==> config.mk <==
export PLATFORM = sky130hd
export DESIGN_NAME = uepic_top
export DESIGN_NICKNAME = d
export VERILOG_FILES = /design/src/hdl/uepic_pkg.sv /design/src/hdl/uepic_top.sv /design/src/hdl/uepic_ep_flag.sv
export SDC_FILE = /design/constraint.sdc
export NUM_CORES = 1
export LEC_CHECK = 0
export ABC_AREA = 1
export BUFFER_PORTS_ARGS = -buffer_cell sky130_fd_sc_hd__buf_2
export CORE_MARGIN = 1
export CORE_UTILIZATION = 40
export CTS_BUF_LIST = sky130_fd_sc_hd__clkbuf_4 sky130_fd_sc_hd__clkbuf_8 sky130_fd_sc_hd__clkbuf_16
export CTS_CLUSTER_SIZE = 20
export DETAILED_ROUTE_END_ITERATION = 12
export HOLD_SLACK_MARGIN = 0.1
export MAX_ROUTING_LAYER = met4
export PLACE_DENSITY = 0.72
export SLEW_MARGIN = 0
export SYNTH_ARGS = -nofsm -noshare
export SYNTH_HDL_FRONTEND = slang
export SYNTH_SLANG_ARGS = --single-unit
==> constraint.sdc <==
create_clock -name i_clk -period 1 [get_ports i_clk]
set_clock_uncertainty 0.15 [all_clocks]
set_input_delay 0.1 -clock i_clk [delete_from_list [all_inputs] [get_ports i_clk]]
set_output_delay 0.1 -clock i_clk [all_outputs]
set_load 0.02 [all_outputs]
==> src/hdl/uepic_pkg.sv <==
// Purpose: constants for the endpoint interrupt and fifo reset block
// Assumes: 8-bit special function register access, addresses in sfr space
// Notes: one bit per endpoint, endpoints 0 to 6
package uepic_pkg;
  // number of endpoints and sfr width
  localparam int NUM_EP = 7;
  localparam int SFR_W = 8;
  // sfr addresses
  localparam logic [7:0] ADDR_INT_FLAGS = 8'hf8;
  localparam logic [7:0] ADDR_FIFO_RESET = 8'hd5;
  localparam logic [7:0] ADDR_INT_ENABLES = 8'hc2;
  // reset values
  localparam logic [6:0] RST_FIFO_RESET = 7'h00;
  localparam logic [6:0] RST_INT_ENABLES = 7'h00;
  // status source layout, five sources per endpoint
  localparam int NUM_SRC = 5;
  localparam int SRC_TX_COMPLETE = 0;
  localparam int SRC_OUT_BANK0 = 1;
  localparam int SRC_OUT_BANK1 = 2;
  localparam int SRC_SETUP = 3;
  localparam int SRC_STALL_CRC = 4;
endpackage

==> src/hdl/uepic_top.sv <==
// Purpose: endpoint fifo reset controls and endpoint interrupt aggregation
// Assumes: sfr bus on the same clock, single-cycle read and write strobes
// Notes: read data and request are registered
`timescale 1ns/1ps
`default_nettype none
module uepic_top (
  // clock and reset
  input wire logic i_clk,
  input wire logic i_rst,
  // special function register bus
  input wire logic [7:0] i_sfr_addr,
  input wire logic i_sfr_wr,
  input wire logic i_sfr_rd,
  input wire logic [uepic_pkg::SFR_W-1:0] i_sfr_wdata,
  output logic [uepic_pkg::SFR_W-1:0] o_sfr_rdata,
  // per-endpoint status sources, endpoint n at [n]
  input wire logic [uepic_pkg::NUM_EP-1:0] i_transmit_complete,
  input wire logic [uepic_pkg::NUM_EP-1:0] i_out_received_bank0,
  input wire logic [uepic_pkg::NUM_EP-1:0] i_out_received_bank1,
  input wire logic [uepic_pkg::NUM_EP-1:0] i_setup_received,
  input wire logic [uepic_pkg::NUM_EP-1:0] i_stall_sent_or_crc_error,
  // fifo reset levels and usb interrupt request
  output logic [uepic_pkg::NUM_EP-1:0] o_endpoint_fifo_reset,
  output logic o_usb_irq
);
  import uepic_pkg::*;

  // ----------------------------------------------------------------
  // registers and internal signals
  // ----------------------------------------------------------------
  logic [NUM_EP-1:0] fifo_reset_reg; // software fifo reset bits
  logic [NUM_EP-1:0] enables_reg; // interrupt enables
  logic [NUM_EP-1:0] flags; // per-endpoint flags
  logic [NUM_EP-1:0] reqs; // gated flags
  logic [SFR_W-1:0] rdata_next; // read mux

  // fifo reset register, only bits 6..0 stored
  always_ff @(posedge i_clk or posedge i_rst) begin
    if (i_rst) begin
      fifo_reset_reg <= RST_FIFO_RESET;
    end else if (i_sfr_wr && i_sfr_addr == ADDR_FIFO_RESET) begin
      fifo_reset_reg <= i_sfr_wdata[NUM_EP-1:0];
    end
  end

  // fifo held in reset for as long as its bit is set
  always_ff @(posedge i_clk or posedge i_rst) begin
    if (i_rst) begin
      o_endpoint_fifo_reset <= RST_FIFO_RESET;
    end else begin
      o_endpoint_fifo_reset <= fifo_reset_reg;
    end
  end

  // interrupt enable register
  always_ff @(posedge i_clk or posedge i_rst) begin
    if (i_rst) begin
      enables_reg <= RST_INT_ENABLES;
    end else if (i_sfr_wr && i_sfr_addr == ADDR_INT_ENABLES) begin
      enables_reg <= i_sfr_wdata[NUM_EP-1:0];
    end
  end

  // ----------------------------------------------------------------
  // per-endpoint flags
  // ----------------------------------------------------------------
  genvar g;
  generate
    for (g = 0; g < NUM_EP; g++) begin : g_ep
      logic [NUM_SRC-1:0] src; // this endpoint's sources
      // gather the five status sources
      always_comb begin
        src = '0;
        src[SRC_TX_COMPLETE] = i_transmit_complete[g];
        src[SRC_OUT_BANK0] = i_out_received_bank0[g];
        src[SRC_OUT_BANK1] = i_out_received_bank1[g];
        src[SRC_SETUP] = i_setup_received[g];
        src[SRC_STALL_CRC] = i_stall_sent_or_crc_error[g];
      end
      uepic_ep_flag u_flag (
        .i_clk(i_clk),
        .i_rst(i_rst),
        .i_src(src),
        .i_enable(enables_reg[g]),
        .o_flag(flags[g]),
        .o_req(reqs[g])
      );
    end
  endgenerate

  // usb interrupt request, registered
  always_ff @(posedge i_clk or posedge i_rst) begin
    if (i_rst) begin
      o_usb_irq <= 1'h0;
    end else begin
      o_usb_irq <= |reqs;
    end
  end

  // ----------------------------------------------------------------
  // read path
  // ----------------------------------------------------------------
  // flag register has no write path; bit 7 always zero
  always_comb begin
    rdata_next = '0;
    case (i_sfr_addr)
      ADDR_INT_FLAGS: rdata_next = {1'h0, flags};
      ADDR_FIFO_RESET: rdata_next = {1'h0, fifo_reset_reg};
      ADDR_INT_ENABLES: rdata_next = {1'h0, enables_reg};
      default: rdata_next = '0;
    endcase
  end

  // registered read data, updated on read strobe
  always_ff @(posedge i_clk or posedge i_rst) begin
    if (i_rst) begin
      o_sfr_rdata <= '0;
    end else if (i_sfr_rd) begin
      o_sfr_rdata <= rdata_next;
    end
  end
endmodule
`default_nettype wire

==> src/hdl/uepic_ep_flag.sv <==
// Purpose: one endpoint's interrupt flag and its gated request term
// Assumes: source bits come from logic on the same clock
// Notes: flag follows the or of its sources, one cycle late
`timescale 1ns/1ps
`default_nettype none
module uepic_ep_flag (
  // clock and reset
  input wire logic i_clk,
  input wire logic i_rst,
  // status sources and enable
  input wire logic [uepic_pkg::NUM_SRC-1:0] i_src,
  input wire logic i_enable,
  // flag and gated request
  output logic o_flag,
  output logic o_req
);
  import uepic_pkg::*;

  // flag set by any source, cleared only when all sources are clear
  always_ff @(posedge i_clk or posedge i_rst) begin
    if (i_rst) begin
      o_flag <= 1'h0;
    end else begin
      o_flag <= |i_src;
    end
  end

  // request term is flag gated by enable
  assign o_req = o_flag & i_enable;
endmodule
`default_nettype wire

**After elaboration in Yosys (flattened, before gate mapping)**

Index checks and enable logic that the tools add are counted.

- Flip-flop bits (word level): 37
- Output and inout port bits: 16

- Equality and inequality tests: 3
- Mux-type cells: 1
- Bitwise gates (word level): 7
- Reductions and logical operators: 10

Operator list:

| kind | count |
|---|---|
| $reduce_or A5 Y1 | 7 |
| $eq A8 B8 Y1 const B | 3 |
| $pmux W7 S3 | 1 |
| $and A1 B1 Y1 | 7 |
| $reduce_or A7 Y1 | 1 |
| $logic_and A1 B1 Y1 | 2 |

**Longest topological paths before layout**

- Word-level depth: 2
- Depth in mapped cells: 7
- Gate-level depth less buffers: 7

**By module**

Synthesis repeated with hierarchy kept, for this count alone.

- Cell total of the unflattened synthesis: 213
- Area total of the unflattened synthesis: 1731.7 µm²

Modules (own cells, without submodules):

| module | instances | cells each | area an instance (µm²) | seq. area each (µm²) |
|---|---|---|---|---|
| uepic_top | 1 | 157 | 1363.8 | 725.7 |
| uepic_ep_flag | 7 | 8 | 52.6 | 25.0 |

**Worst setup path before layout**

OpenSTA, ideal clock, no wires.

- Path type: input to register
- Start point: in i_sfr_addr[3]
- End point: reg fifo_reset_reg[1]
- Arrival: 782 ps
- Slack: -58 ps
- Stages: 6
- Buffers on the path: 1
- Cell sequence: inv_1 nand2_2 nor2_4 and3_4 buf_12 o21ai_0

- Cells in the longest elaborated chain, start to end: 2

Ends and longest elaborated chain:

| what | line | RTL |
|---|---|---|
| start: declaration | uepic_top.sv:11 | `input wire logic [7:0] i_sfr_addr,` |
| $eq A8 B8 Y1 | uepic_top.sv:41 | `end else if (i_sfr_wr && i_sfr_addr == ADDR_FIFO_RESET) begin` |
| $logic_and A1 B1 Y1 | uepic_top.sv:41 |  |
| end signal: assignment | uepic_top.sv:42 | `fifo_reset_reg <= i_sfr_wdata[NUM_EP-1:0];` |
| end: declaration | uepic_top.sv:31 | `logic [NUM_EP-1:0] fifo_reset_reg;` |

Every way passes these cells.
A chain may end at the register's enable or synchronous reset.

**Worst setup path after layout**

- Start point: reg o_sfr_rdata[1] (netlist bit)
- End point: out o_sfr_rdata[1] (netlist bit)

RTL lines:

| what | line | RTL |
|---|---|---|
| start: declaration | uepic_top.sv:15 | `output logic [uepic_pkg::SFR_W-1:0] o_sfr_rdata,` |
| start signal: assignment | uepic_top.sv:119 | `o_sfr_rdata <= rdata_next;` |

No word-level cell between the ends.

==> results.md <==
- Area after DPL: around 0.0022 mm^2
- Pleak: about 1.4 nW
- Total routed wirelength: 4.64 mm
- Pre-antenna DRT Iters: 4
- GRT Residual Overflow: 0
- Filler cell count in the final layout: 284
- DPL Wire Length: ~2.7 mm
- Post-Syn Nets: 242
- Slew Viols, Final: 0
- Status: complete, but fails checks
- Design area: about 0.0030 mm^2
- Largest net degree at the start of global routing: 37
- Worst-path maximum fanout: 2
- Share of layout cells above drive strength 1: between 40% and 50%
- Post-synthesis cell count: 187
- Number of clock sinks: 36
- VDD IR max: between 0.8 and 0.9 mV
- Mean routed wirelength per cell: 12.5 um
- Core Util, Final: 74.1%
- Slowest CP cell: dfrtp_1
- Critical path class: reg -> out
- Min-Delay Path Class: in -> reg
- Flops & latches, synth: 36
- Port Buf Inserts: 68
- Max Root-Sink Buffers: 2
- CP Capture Type: primary output
- CTS tree: done
- Commonest non-fill, non-tap cell in the layout: buf_2
- Hold WS: -31.3 ps
- Final worst-path cycle share: 107%
- Row Count: 23
- Initial antenna violation count: 0
- Placed Instances: 312
- Setup WS post-layout: -73.6 ps
- Area growth syn-to-layout: 77.6%
- Clock transition at the registers of the reported paths: about 60 ps
- Layout net count: 377
- Vias in the first global route: 1765
- Critical Path Start Type: register
- Hold path start: i_sfr_rd
- Non-Filler Instances: 372
- H-tree levels: 2
- Buf+Inv Stages, Crit Path: 1
- Syn Std Cell Area: 0.00167 mm^2
- 1st-iter DRT viols: 79
- Synth cell types: 20
- Crit path DAT: 820 ps
- CP Data Required Time: 750 ps
- Die H: 66.6 um
- Seq/Total Area, Yosys: a little over half
- Crit. Startpoint: o_sfr_rdata[1]$_DFFE_PP0P_
- Avg Inst Size Synth: approximately 9 um^2
- Max frequency: 931 MHz
- Setup violators final: 17
- Failing checks: negative hold slack, negative setup slack
- Via density: about 4.8
- Antenna Cells: 0
- Ports: 71
- Hold path endpoint: o_sfr_rdata[4]$_DFFE_PP0P_
- DR vias: 1769
- Critical path cell sequence: buf_6
- Fin crit period: 1070 ps
- Worst reg-to-reg path cell count: 4
- Setup tns final: -840 ps
- Clock Root Buffer: clkbuf_8
- Initial Utilization: 41.7%
- RSZ-0062 raised after global routing: true
- Final Hold Viols: 7
- Ys Warns: 0
- Area of the multi-input gates: 744 um^2
- Worst stage delay on the critical path: around 400 ps
- FF/Latch Area: 901 um^2
- Core Region: roughly 0.004 mm^2
- # DRC: 0
- GP Congestion: 0.862
- Tot GR Track Use: roughly a quarter
- Total power: around 3.2 mW
- Worst reg2reg path endpoint: o_usb_irq$_DFF_PP0_
- Width of the die: approximately 67 um
- Clk_lat worst skew: between 200 and 300 ps
- Hold depth: 3
- CTS Hold Bufs: 44
- Die area: 0.00443 mm^2
- Delay-heaviest family, CP: flip-flops
- First-pass GRT wire length: 7.62 mm
- Max cap viols: 0
- PD cells: 1090 mW/mm^2
- Flop2flop setup slack: -50 ps
- Post-DRT Antenna Nets: 0
- Number of buffers created by CTS: 5
- Most frequent cells in the layout: 50 x buf_2, 44 x nand2_1, 43 x dlygate4sd3_1
- RR Startpoint: enables_reg[2]$_DFFE_PP0P_
power breakdown:
part	leakage [nW]	total (mW)	switching, mW	internal (mW)
sequential	0.400	1.59	0.0539	1.53
clock	0.0445	0.978	0.478	0.500
combinational	0.999	0.671	0.301	0.370
kinds of logic after synthesis:
| family | synth area share, % |
|---|---|
| simple gates | 31.5 |
| compound gates | 6.75 |
| buf+inv | 7.57 |
| other cells | 0.225 |
| flops | 54.0 |
Yosys cell counts:
cell	number	area (um^2)
buf_2	1	5.00
nand3_2	1	10.0
conb_1	1	3.75
buf_6	1	11.3
nor2_1	9	33.8
nand4_1	1	6.26
nor2_4	4	45.0
buf_4	1	7.51
inv_2	2	7.51
nand2_1	47	176
inv_1	20	75.1
buf_12	1	20.0
o21ai_0	4	20.0
nand2_2	10	62.6
o21ai_2	10	87.6
nand3_1	29	145
nor3_1	7	35.0
and3_4	1	11.3
dfrtp_1	36	901
a21oi_1	1	5.00
metrics by stage:
step	hold WS (ps)	setup WS (ps)
CTS	22.0	-70.0
floorplan	-96.6	-31.2
global placement	1.75	-205
detailed placement	4.95	-243
finish	-31.3	-73.6
global route	-7.54	-125
area by class of cell:
| type | count | share of cell area (%) |
|---|---|---|
| Sequential cell | 36 | 30.4 |
| Tap cell | 50 | 2.11 |
| Timing Repair Buffer | 132 | 35.6 |
| Clock buffer | 6 | 2.57 |
| Multi-Input combinational cell | 125 | 25.1 |
| Inverter | 22 | 4.05 |
| Clock inverter | 1 | 0.169 |
layer usage:
metal	track usage [%]	routed length [um]	vias to the layer above
li1	-	-	861
met1	28.9	1980	824
met2	40.2	2310	74
met3	5.48	284	10
met4	5.59	72	0
met5	-	0	-
how the worst max path moves through the flow:
stage               cells after the start  slack, ps                             to
floorplan                               6        -30  fifo_reset_reg[1]$_DFFE_PP0P_
global placement                        7       -210     o_sfr_rdata[5]$_DFFE_PP0P_
detailed placement                      7       -240     o_sfr_rdata[5]$_DFFE_PP0P_
CTS                                     1        -70                 o_sfr_rdata[3]
global route                            4       -120            o_usb_irq$_DFF_PP0_
finish                                  1        -70                 o_sfr_rdata[1]
what timing repair did:
| action | 4_1_cts | 5_1_grt |
|---|---|---|
| setup buffers | 5 | 8 |
| hold endpoints to repair | 64 | 7 |
| gates resized for setup | 31 | 16 |
| pin swaps | 0 | 11 |
| endpoints found under the setup margin | 16 | 30 |
Note: power is estimated with default switching activity, not from simulation.
